### src/design/ivfs_pkg.sv
// Constants, command codes and L11 decoding for the input voltage fault supervisor.
package ivfs_pkg;

  // ****************************************
  // Command codes
  // ****************************************
  localparam logic [7:0] CMD_CLEAR_FAULTS     = 8'h03;
  localparam logic [7:0] CMD_OV_FAULT_THR     = 8'h55;
  localparam logic [7:0] CMD_OV_FAULT_ACT     = 8'h56;
  localparam logic [7:0] CMD_OV_WARN_THR      = 8'h57;
  localparam logic [7:0] CMD_UV_WARN_THR      = 8'h58;
  localparam logic [7:0] CMD_UV_FAULT_THR     = 8'h59;
  localparam logic [7:0] CMD_UV_FAULT_ACT     = 8'h5A;
  localparam logic [7:0] CMD_STATUS_WORD      = 8'h79;
  localparam logic [7:0] CMD_STATUS_INPUT     = 8'h7C;

  // ****************************************
  // Reset values
  // ****************************************
  localparam logic [15:0] RST_OV_FAULT_THR = 16'hD3A0;
  localparam logic [7:0]  RST_OV_FAULT_ACT = 8'h80;
  localparam logic [15:0] RST_OV_WARN_THR  = 16'hD34D;
  localparam logic [15:0] RST_UV_WARN_THR  = 16'hCA30;
  localparam logic [15:0] RST_UV_FAULT_THR = 16'hCA00;
  localparam logic [7:0]  RST_UV_FAULT_ACT = 8'h80;

  // ****************************************
  // Response field layout and codes
  // ****************************************
  localparam int BEHAV_HI = 7;
  localparam int BEHAV_LO = 6;
  localparam int RETRY_HI = 5;
  localparam int RETRY_LO = 3;
  localparam int DELAY_HI = 2;
  localparam int DELAY_LO = 0;
  localparam logic [1:0] BEHAV_IGNORE  = 2'h0;
  localparam logic [1:0] BEHAV_DELAY   = 2'h1;
  localparam logic [1:0] BEHAV_DISABLE = 2'h2;
  localparam logic [1:0] BEHAV_HOLD    = 2'h3;
  localparam logic [2:0] RETRY_NONE    = 3'h0;
  localparam logic [2:0] RETRY_FOREVER = 3'h7;

  // ****************************************
  // Status bit positions
  // ****************************************
  localparam int SI_OV_FAULT = 7;
  localparam int SI_OV_WARN  = 6;
  localparam int SI_UV_WARN  = 5;
  localparam int SI_UV_FAULT = 4;
  localparam int SW_INPUT    = 13;
  localparam int SW_UV_FAULT = 3;
  localparam int SW_CATCHALL = 0;

  // ****************************************
  // Timing
  // ****************************************
  localparam int CLK_PERIOD_NS   = 5;
  localparam int OV_TICK_US      = 1000;
  localparam int UV_TICK_US      = 5000;
  localparam int OV_TICK_CYCLES  = OV_TICK_US * 1000 / CLK_PERIOD_NS;
  localparam int UV_TICK_CYCLES  = UV_TICK_US * 1000 / CLK_PERIOD_NS;

  // ****************************************
  // L11 decoding
  // ****************************************
  localparam int FIX_FRAC = 8;
  localparam int FIX_W    = 40;

  // Negative mantissas clamp to zero, since an input voltage is never negative.
  function automatic logic [FIX_W-1:0] l11_to_fix(input logic [15:0] word);
    logic signed [4:0] expo;
    logic [FIX_W-1:0]  mag;
    int                sh;
    expo = word[15:11];
    mag  = word[10] ? '0 : {{(FIX_W-11){1'b0}}, word[10:0]};
    sh   = int'(expo) + FIX_FRAC;
    if (sh >= 0) begin
      l11_to_fix = mag << sh;
    end else begin
      l11_to_fix = mag >> (-sh);
    end
  endfunction

endpackage

### src/design/ivfs_fault_ctrl.sv
// Fault response sequencer for one input fault type, with its own tick divider.
`timescale 1ns/1ps
module ivfs_fault_ctrl #(
  parameter int unsigned TICK_CYCLES = ivfs_pkg::OV_TICK_CYCLES
) (
  input  wire logic       clk_sys_i,
  input  wire logic       reset_n_i,
  input  wire logic       run_enable_i,
  input  wire logic       fault_i,
  input  wire logic [7:0] action_i,
  output logic            off_o
);

  // ****************************************
  // State
  // ****************************************
  typedef enum logic [5:0] {
    ST_RUN   = 6'b000001,
    ST_DELAY = 6'b000010,
    ST_SHUT  = 6'b000100,
    ST_WAIT  = 6'b001000,
    ST_LATCH = 6'b010000,
    ST_HOLD  = 6'b100000
  } ivfs_fc_state_type;

  typedef struct packed {
    ivfs_fc_state_type state;
    logic [31:0]       tick_cnt;
    logic              tick;
    logic [2:0]        cnt;
    logic [2:0]        retries;
    logic              off;
  } ivfs_fc_type;

  ivfs_fc_type r;
  ivfs_fc_type next_r;
  logic [1:0]  behav;
  logic [2:0]  retry;
  logic [2:0]  delay;

  assign behav = action_i[ivfs_pkg::BEHAV_HI:ivfs_pkg::BEHAV_LO];
  assign retry = action_i[ivfs_pkg::RETRY_HI:ivfs_pkg::RETRY_LO];
  assign delay = action_i[ivfs_pkg::DELAY_HI:ivfs_pkg::DELAY_LO];
  assign off_o = r.off;

  // ****************************************
  // Next state
  // ****************************************
  always_comb begin
    next_r = r;
    next_r.tick = 1'b0;
    if (r.tick_cnt == TICK_CYCLES - 1) begin
      next_r.tick_cnt = '0;
      next_r.tick = 1'b1;
    end else begin
      next_r.tick_cnt = r.tick_cnt + 32'h00000001;
    end
    if (!run_enable_i) begin
      next_r.state = ST_RUN;
      next_r.off = 1'b0;
      next_r.retries = retry;
    end else begin
      unique case (r.state)
        ST_RUN: begin
          next_r.off = 1'b0;
          if (!fault_i) begin
            next_r.retries = retry;
          end else begin
            unique case (behav)
              ivfs_pkg::BEHAV_IGNORE: next_r.state = ST_RUN;
              ivfs_pkg::BEHAV_DELAY: begin
                next_r.state = ST_DELAY;
                next_r.cnt = delay;
              end
              ivfs_pkg::BEHAV_DISABLE: begin
                next_r.state = ST_SHUT;
                next_r.off = 1'b1;
              end
              ivfs_pkg::BEHAV_HOLD: begin
                next_r.state = ST_HOLD;
                next_r.off = 1'b1;
              end
            endcase
          end
        end
        ST_DELAY: begin
          if (r.cnt == 3'h0) begin
            next_r.state = ST_SHUT;
            next_r.off = 1'b1;
          end else if (r.tick) begin
            next_r.cnt = r.cnt - 3'h1;
          end
        end
        ST_SHUT: begin
          next_r.off = 1'b1;
          if (retry == ivfs_pkg::RETRY_NONE) begin
            next_r.state = ST_LATCH;
          end else if (retry == ivfs_pkg::RETRY_FOREVER) begin
            next_r.state = ST_WAIT;
            next_r.cnt = delay;
          end else if (r.retries == 3'h0) begin
            next_r.state = ST_LATCH;
          end else begin
            next_r.state = ST_WAIT;
            next_r.cnt = delay;
            next_r.retries = r.retries - 3'h1;
          end
        end
        ST_WAIT: begin
          if (r.cnt == 3'h0) begin
            next_r.state = ST_RUN;
            next_r.off = 1'b0;
          end else if (r.tick) begin
            next_r.cnt = r.cnt - 3'h1;
          end
        end
        ST_LATCH: next_r.off = 1'b1;
        ST_HOLD: begin
          if (!fault_i) begin
            next_r.state = ST_RUN;
            next_r.off = 1'b0;
          end
        end
        default: begin
          next_r.state = ST_LATCH;
          next_r.off = 1'b1;
        end
      endcase
    end
  end

  // ****************************************
  // Registers
  // ****************************************
  always_ff @(posedge clk_sys_i or negedge reset_n_i) begin
    if (!reset_n_i) begin
      r.state <= ST_RUN;
      r.tick_cnt <= '0;
      r.tick <= 1'b0;
      r.cnt <= 3'h0;
      r.retries <= 3'h0;
      r.off <= 1'b0;
    end else begin
      r <= next_r;
    end
  end

endmodule

### src/design/ivfs_supervisor.sv
// Input voltage fault supervisor: command registers, comparisons, status and responses.
//
// Contract
// - Overvoltage fault threshold word, command 55h, resets to D3A0h, up to 16V.
// - Overvoltage response byte, command 56h, resets to 80h, disable without retry.
// - Behaviour 00 keeps regulating; the fault is only flagged in status.
// - Behaviour 01 waits the delay count, disables, then retries per retry field.
// - Behaviour 10 disables at once, then retries per the retry field.
// - Behaviour 11 keeps output off only while the fault lasts.
// - Each detected fault sets a sticky status bit until CLEAR_FAULTS.
// - Retry field 000 keeps the output off until the device restarts.
// - Retry field 001 to 110 restarts that many times, spaced by the delay count.
// - Retry field 111 restarts endlessly until disabled or reset.
// - The 3-bit count is both retry interval and response delay, per-fault tick.
// - Overvoltage warning word at 57h, reset D34Dh, sets status bits and alerts.
// - Undervoltage warning word at 58h, reset CA30h, sets status bits and alerts.
// - An undervoltage fault clears only once input rises above the warning threshold.
// - Undervoltage fault threshold word, command 59h, resets to CA00h, up to 12V.
// - Undervoltage response byte at 5Ah, reset 80h, same encoding as overvoltage.
// - Status word bit 13 reports input faults and warnings.
// - Status word bit 0 is the catch-all for events outside bits 7 to 1; here any input status bit sets it, even with bit 3 set.
`timescale 1ns/1ps
module ivfs_supervisor #(
  parameter int unsigned OV_TICK_CYCLES = ivfs_pkg::OV_TICK_CYCLES,
  parameter int unsigned UV_TICK_CYCLES = ivfs_pkg::UV_TICK_CYCLES
) (
  input  wire logic        clk_sys_i,
  input  wire logic        reset_n_i,
  input  wire logic        cmd_valid_i,
  input  wire logic        cmd_write_i,
  input  wire logic [7:0]  cmd_code_i,
  input  wire logic [15:0] cmd_wdata_i,
  output logic [15:0]      cmd_rdata_o,
  output logic             cmd_ack_o,
  output logic             cmd_err_o,
  input  wire logic        vin_valid_i,
  input  wire logic [15:0] vin_l11_i,
  input  wire logic        run_enable_i,
  output logic             output_enable_o,
  output logic             pmbus_alert_n_o
);

  // ****************************************
  // State
  // ****************************************
  typedef struct packed {
    logic [15:0] ov_fault_thr;
    logic [7:0]  ov_fault_act;
    logic [15:0] ov_warn_thr;
    logic [15:0] uv_warn_thr;
    logic [15:0] uv_fault_thr;
    logic [7:0]  uv_fault_act;
    logic [7:0]  status_input;
    logic        ov_present;
    logic        uv_present;
    logic        ov_warn;
    logic        uv_warn;
    logic [15:0] rdata;
    logic        ack;
    logic        err;
    logic        out_en;
    logic        alert_n;
  } ivfs_main_type;

  ivfs_main_type r;
  ivfs_main_type next_r;

  logic [ivfs_pkg::FIX_W-1:0] vin_fix;
  logic [ivfs_pkg::FIX_W-1:0] ov_fault_fix;
  logic [ivfs_pkg::FIX_W-1:0] ov_warn_fix;
  logic [ivfs_pkg::FIX_W-1:0] uv_warn_fix;
  logic [ivfs_pkg::FIX_W-1:0] uv_fault_fix;
  logic [1:0]                 chan_fault;
  logic [1:0][7:0]            chan_action;
  logic [1:0]                 chan_off;
  logic [15:0]                status_word;
  logic                       clear_faults;

  assign cmd_rdata_o     = r.rdata;
  assign cmd_ack_o       = r.ack;
  assign cmd_err_o       = r.err;
  assign output_enable_o = r.out_en;
  assign pmbus_alert_n_o = r.alert_n;

  // ****************************************
  // Threshold decoding
  // ****************************************
  assign vin_fix      = ivfs_pkg::l11_to_fix(vin_l11_i);
  assign ov_fault_fix = ivfs_pkg::l11_to_fix(r.ov_fault_thr);
  assign ov_warn_fix  = ivfs_pkg::l11_to_fix(r.ov_warn_thr);
  assign uv_warn_fix  = ivfs_pkg::l11_to_fix(r.uv_warn_thr);
  assign uv_fault_fix = ivfs_pkg::l11_to_fix(r.uv_fault_thr);

  // ****************************************
  // Fault response channels
  // ****************************************
  // Channel 0 serves overvoltage, channel 1 undervoltage; each has its own tick unit.
  assign chan_fault  = {r.uv_present, r.ov_present};
  assign chan_action = {r.uv_fault_act, r.ov_fault_act};

  generate
    for (genvar ch = 0; ch < 2; ch++) begin : g_chan
      ivfs_fault_ctrl #(
        .TICK_CYCLES (ch == 0 ? OV_TICK_CYCLES : UV_TICK_CYCLES)
      ) u_fault_ctrl (
        .clk_sys_i    (clk_sys_i),
        .reset_n_i    (reset_n_i),
        .run_enable_i (run_enable_i),
        .fault_i      (chan_fault[ch]),
        .action_i     (chan_action[ch]),
        .off_o        (chan_off[ch])
      );
    end
  endgenerate

  // ****************************************
  // Status word
  // ****************************************
  always_comb begin
    status_word = 16'h0000;
    status_word[ivfs_pkg::SW_INPUT] = |r.status_input;
    status_word[ivfs_pkg::SW_UV_FAULT] = r.status_input[ivfs_pkg::SI_UV_FAULT];
    status_word[ivfs_pkg::SW_CATCHALL] = |r.status_input;
  end

  assign clear_faults = cmd_valid_i && cmd_code_i == ivfs_pkg::CMD_CLEAR_FAULTS;

  // ****************************************
  // Next state
  // ****************************************
  always_comb begin
    logic [7:0] set_bits;
    set_bits = 8'h00;
    next_r = r;
    next_r.ack = 1'b0;
    next_r.err = 1'b0;

    // Comparisons only move on a fresh measurement; until the next one, the last verdict holds and can trip again after a retry.
    if (vin_valid_i) begin
      next_r.ov_present = vin_fix > ov_fault_fix;
      next_r.ov_warn = vin_fix > ov_warn_fix;
      next_r.uv_warn = vin_fix < uv_warn_fix;
      if (vin_fix < uv_fault_fix) begin
        next_r.uv_present = 1'b1;
      end else if (vin_fix > uv_warn_fix) begin
        next_r.uv_present = 1'b0;
      end
    end

    set_bits[ivfs_pkg::SI_OV_FAULT] = r.ov_present;
    set_bits[ivfs_pkg::SI_OV_WARN] = r.ov_warn;
    set_bits[ivfs_pkg::SI_UV_WARN] = r.uv_warn;
    set_bits[ivfs_pkg::SI_UV_FAULT] = r.uv_present;
    // A condition still present when the clear lands sets its bit again at once.
    if (clear_faults) begin
      next_r.status_input = set_bits;
    end else begin
      next_r.status_input = r.status_input | set_bits;
    end
    next_r.alert_n = ~|next_r.status_input;

    next_r.out_en = run_enable_i && !chan_off[0] && !chan_off[1];

    if (cmd_valid_i) begin
      next_r.ack = 1'b1;
      if (cmd_write_i) begin
        unique case (cmd_code_i)
          ivfs_pkg::CMD_CLEAR_FAULTS: next_r.err = 1'b0;
          ivfs_pkg::CMD_OV_FAULT_THR: next_r.ov_fault_thr = cmd_wdata_i;
          ivfs_pkg::CMD_OV_FAULT_ACT: next_r.ov_fault_act = cmd_wdata_i[7:0];
          ivfs_pkg::CMD_OV_WARN_THR:  next_r.ov_warn_thr = cmd_wdata_i;
          ivfs_pkg::CMD_UV_WARN_THR:  next_r.uv_warn_thr = cmd_wdata_i;
          ivfs_pkg::CMD_UV_FAULT_THR: next_r.uv_fault_thr = cmd_wdata_i;
          ivfs_pkg::CMD_UV_FAULT_ACT: next_r.uv_fault_act = cmd_wdata_i[7:0];
          default:                    next_r.err = 1'b1;
        endcase
        next_r.rdata = 16'h0000;
      end else begin
        unique case (cmd_code_i)
          ivfs_pkg::CMD_OV_FAULT_THR: next_r.rdata = r.ov_fault_thr;
          ivfs_pkg::CMD_OV_FAULT_ACT: next_r.rdata = {8'h00, r.ov_fault_act};
          ivfs_pkg::CMD_OV_WARN_THR:  next_r.rdata = r.ov_warn_thr;
          ivfs_pkg::CMD_UV_WARN_THR:  next_r.rdata = r.uv_warn_thr;
          ivfs_pkg::CMD_UV_FAULT_THR: next_r.rdata = r.uv_fault_thr;
          ivfs_pkg::CMD_UV_FAULT_ACT: next_r.rdata = {8'h00, r.uv_fault_act};
          ivfs_pkg::CMD_STATUS_WORD:  next_r.rdata = status_word;
          ivfs_pkg::CMD_STATUS_INPUT: next_r.rdata = {8'h00, r.status_input};
          ivfs_pkg::CMD_CLEAR_FAULTS: next_r.rdata = 16'h0000;
          default: begin
            next_r.rdata = 16'h0000;
            next_r.err = 1'b1;
          end
        endcase
      end
    end
  end

  // ****************************************
  // Registers
  // ****************************************
  always_ff @(posedge clk_sys_i or negedge reset_n_i) begin
    if (!reset_n_i) begin
      r.ov_fault_thr <= ivfs_pkg::RST_OV_FAULT_THR;
      r.ov_fault_act <= ivfs_pkg::RST_OV_FAULT_ACT;
      r.ov_warn_thr <= ivfs_pkg::RST_OV_WARN_THR;
      r.uv_warn_thr <= ivfs_pkg::RST_UV_WARN_THR;
      r.uv_fault_thr <= ivfs_pkg::RST_UV_FAULT_THR;
      r.uv_fault_act <= ivfs_pkg::RST_UV_FAULT_ACT;
      r.status_input <= 8'h00;
      r.ov_present <= 1'b0;
      r.uv_present <= 1'b0;
      r.ov_warn <= 1'b0;
      r.uv_warn <= 1'b0;
      r.rdata <= 16'h0000;
      r.ack <= 1'b0;
      r.err <= 1'b0;
      r.out_en <= 1'b0;
      r.alert_n <= 1'b1;
    end else begin
      r <= next_r;
    end
  end

endmodule

### config.mk
export PLATFORM = sky130hd
export DESIGN_NAME = ivfs_supervisor
export DESIGN_NICKNAME = d
export VERILOG_FILES = /design/src/design/ivfs_pkg.sv /design/src/design/ivfs_fault_ctrl.sv /design/src/design/ivfs_supervisor.sv
export SDC_FILE = /design/constraint.sdc
export NUM_CORES = 1
export LEC_CHECK = 0
export BUFFER_PORTS_ARGS = -buffer_cell sky130_fd_sc_hd__buf_2
export CAP_MARGIN = 40
export CORE_UTILIZATION = 49
export DETAILED_ROUTE_END_ITERATION = 10
export GPL_TIMING_DRIVEN = 0
export HOLD_SLACK_MARGIN = 0.08
export MAX_ROUTING_LAYER = met4
export PLACE_DENSITY = 0.65
export SLEW_MARGIN = 40
export SYNTH_ARGS = -nofsm -noshare
export SYNTH_HDL_FRONTEND = slang
export SYNTH_HIERARCHICAL = 1
export SYNTH_SLANG_ARGS = --single-unit
export TNS_END_PERCENT = 20
### constraint.sdc
create_clock -name clk_sys_i -period 5.8 [get_ports clk_sys_i]
set_clock_uncertainty 0.15 [all_clocks]
set_input_delay 0.29 -clock clk_sys_i [delete_from_list [all_inputs] [get_ports clk_sys_i]]
set_output_delay 0.29 -clock clk_sys_i [all_outputs]
set_load 0.05 [all_outputs]
==> reports/summary.txt <==
status: finished with violations
failing checks: DRC
final worst-path setup slack: 234 ps
Mean Syn Cell Area: 8.18 um^2
Clk pwr share: 38.7%
sequential power share: 36.6%
Sw Ratio: 33.0%
# rows: 74
Slew @ Worst Pin: 845 ps
setup TNS: 0 ps
Max Slew Vio Count: 0
Startpoint Class: register
LEAKAGE: 9.62 nW
initial antenna violation count: 3
worst-case clock buffer depth: 3
critical path's slowest cell: dfstp_2
number of max-cap violations: 0
post-route insts no fill: 3183
critical path class: reg2reg
critical-path cell list: clkbuf_2 -> inv_1 -> ha_1 -> inv_2 -> nand3_1 -> ha_1 -> or4b_1 -> or4_1 -> buf_2 -> nor3_1 -> mux2i_1 -> o22a_1 -> ha_1 -> nand4_1 -> a211oi_4 -> o311ai_1 -> a31oi_1 -> a2111oi_1 -> o31ai_1 -> a21o_1 -> o211ai_2
pwr dens: 190 nW/um^2
H-tree levels: 1
CP dominant cell by count: ha_1
buffer and inverter count on the worst path: 4
Post-Synthesis Cell Area: 20600 um^2
worst-path fanout max: 9
CP delay by family, top: compound AO/OA/AOI/OAI gates
routed via count: 20.4k
Final min period: 5570 ps
largest net degree at the start of global routing: 75
hpwl dp: 58800 um
worst reg2reg path depth: 21
logic gate share of total power: 24.7%
worst path required time: 6070 ps
Crit. End Element: register
DRT iter0 DRCs: 1884
Placed Instances: 3117
syn_nets: 2782
gr ovfl total: 0
final net count: 2892
Sink Count: 204
Synth cell types: 91
relative slew slack: 43.3%
vias in the first global route: 19.8k
final period utilization: 96.0%
post-placement setup slack: -501 ps
drt drc: 3
wire per inst: 23.4 um
critical path arrival: 5830 ps
ys flop type: dfrtp_1
r2r setup slk: 230 ps
Min-Delay Path Class: in2async
unrepaired setup endpoints after global routing: true
post-synthesis register bit count: 204
internal power: 2.93 mW
share of cells above drive strength 1: 13.6%
setup bufs post-CTS: 0
Peak Freq: 180 MHz
Total Wirelength: 74400 um
clock latency on the worst-skew pair: 550 ps
fillcell total: 3868
Post-DRT Antenna Nets: 0
Die Width: 207 um
maximum vdd ir drop: 260 uV
Final Wtd Congestion: 0.989
First-pass DRT Iterations: 11
reg2reg start: r[54]
Mapped Cells: 2520
DR vias/cell: 6.41
NetSw: 1.45 mW
first-pass GRT wire length: 116000 um
number of buffers created by CTS: 24
I/O Pins: 66
PortBufs: 62
Synth async-reset ratio: 100%
clk root buf: clkbuf_16
Syn-to-layout area delta: 11.9%
Post-synth EDFFs: 0
die area: 42900 um^2
post-synthesis sequential area ratio: 25.0%
die height: 207 um
Fin. Hold Viols: 0
Setup Viol. Count Final: 0
Clock transition at path regs: 60 ps
Yosys warning count: 6
CP max stage delay: 530 ps
WHS: 188 ps
r2r endpoint: chan_fault[1]
Starting Density: 50.0%
Worst Setup SP: r[54]
total track usage: 35.3%
TritonCTS clock tree: yes
core area: 41200 um^2
## power by group through the flow
stage / Combinational (mW) / Sequential, mW / Clock [mW]
finish: 1.08 / 1.60 / 1.69
global route: 1.19 / 1.61 / 1.78
CTS: 1.06 / 1.60 / 1.73
detailed placement: 1.04 / 1.62 / 0
global placement: 1.01 / 1.62 / 0
floorplan: 0.719 / 1.58 / 0
## synthesized netlist by cell type (21+ instances only)
library cell  number  area [um^2]
nand2_1          362         1360
ha_1             211         2640
nor2_1           193          724
dfrtp_1          173         4330
o21ai_0          127          636
a21oi_1          126          631
nand3_1           94          470
clkbuf_1          86          323
mux2_2            79          890
inv_1             73          274
mux2i_1           62          621
nor3_1            62          310
o22ai_1           61          382
nand4_1           60          375
a21o_1            42          315
xnor2_1           42          368
and3_1            41          257
nand2b_1          38          238
a31oi_1           37          231
nor2b_1           37          231
nor4_1            37          231
xor2_1            35          307
dfstp_2           31          815
and2_1            27          169
a211oi_1          25          188
mux4_2            22          495
a22oi_1           21          158
## kinds of logic after synthesis
family | share of synthesized area, %
and+or+nand+nor | 25.6
buffers and inverters | 4.19
xor gates and xnor gates | 3.27
muxes | 9.88
AOI/OAI and AO/OA | 18.7
adders and majority gates | 13.3
DFF | 25.0
## layout make-up
class                   count  area [um^2]  share of cell area, %
diodes                      3         7.51                 0.0326
plain buffers             124          544                   2.36
clock buffers              30          653                   2.83
clock inverters            14          236                   1.03
inverters                  80          300                   1.30
multi-input cells        2106        14900                   64.4
flip-flops and latches    204         5140                   22.3
well taps                 532          666                   2.89
repair buffers             90          653                   2.83
## cell usage in the layout, fill, tap and decap left out, types with 25 or more instances in the layout
master and n:
a21o_1 42, a21oi_1 126, a31oi_1 37, and2_1 27, and3_1 41, buf_2 74
clkbuf_1 81, dfrtp_1 173, dfstp_2 31, dlygate4sd3_1 25, ha_1 207, inv_1 72
mux2_2 79, mux2i_1 62, nand2_1 362, nand2b_1 38, nand3_1 92, nand4_1 60
nor2_1 193, nor2b_1 37, nor3_1 55, nor4_1 30, o21ai_0 127, o22ai_1 47
xnor2_1 42, xor2_1 35
## state kept, by name, indices dropped and copies added, names as in the netlist
name                       count
chan_action                   16
chan_fault                     2
cmd_ack_o                      1
cmd_err_o                      1
cmd_rdata_o                   16
g_chan.u_fault_ctrl/off_o      2
g_chan.u_fault_ctrl/r         90
output_enable_o                1
pmbus_alert_n_o                1
r                             74
## through the flow
stage / cell area, um^2 / power (mW) / utilization (%)
final: 23100 / 4.38 / 56.0
after global routing: 23100 / 4.58 / 56.0
after CTS: 23000 / 4.39 / 55.7
after detailed placement: 21800 / 2.66 / 52.9
after global placement: 21600 / 2.63 / 52.4
after floorplan: 20600 / 2.30 / -
## metal layers
| layer | vias to the layer above | track usage, % | share of wire, % |
|---|---|---|---|
| met5 | - | - | 0 |
| met2 | 825 | 56.1 | 46 |
| met4 | 0 | 16.0 | 4.9 |
| met3 | 175 | 3.53 | 6.4 |
| met1 | 9849 | 45.5 | 43 |
| li1 | 9569 | - | - |
## repair_timing
| item | CTS | global route |
|---|---|---|
| endpoints found under the hold margin | 279 | 0 |
| resized for setup | 6 | 11 |
| hold buffers | 25 | 0 |
| setup endpoints to repair | 2 | 4 |
## worst max-delay path by stage
stage	endpoint	slack [ps]	cells after the start
floorplan	chan_fault[1]	820	21
global placement	chan_fault[1]	-780	20
detailed placement	chan_fault[1]	-500	20
CTS	r[21]	7	20
global route	chan_fault[1]	-130	22
finish	chan_fault[1]	230	21
## worst register-to-register path: stages (launching register included)
cell and delay (ps):
dfstp_2 530, clkbuf_2 210, inv_1 220, ha_1 410, inv_2 190, nand3_1 100, ha_1 310, or4b_1 430
or4_1 400, buf_2 180, nor3_1 200, mux2i_1 130, o22a_1 210, ha_1 300, nand4_1 160, a211oi_4 320
o311ai_1 160, a31oi_1 230, a2111oi_1 80, o31ai_1 250, a21o_1 170, o211ai_2 100
(Power assumes the default switching activity.)
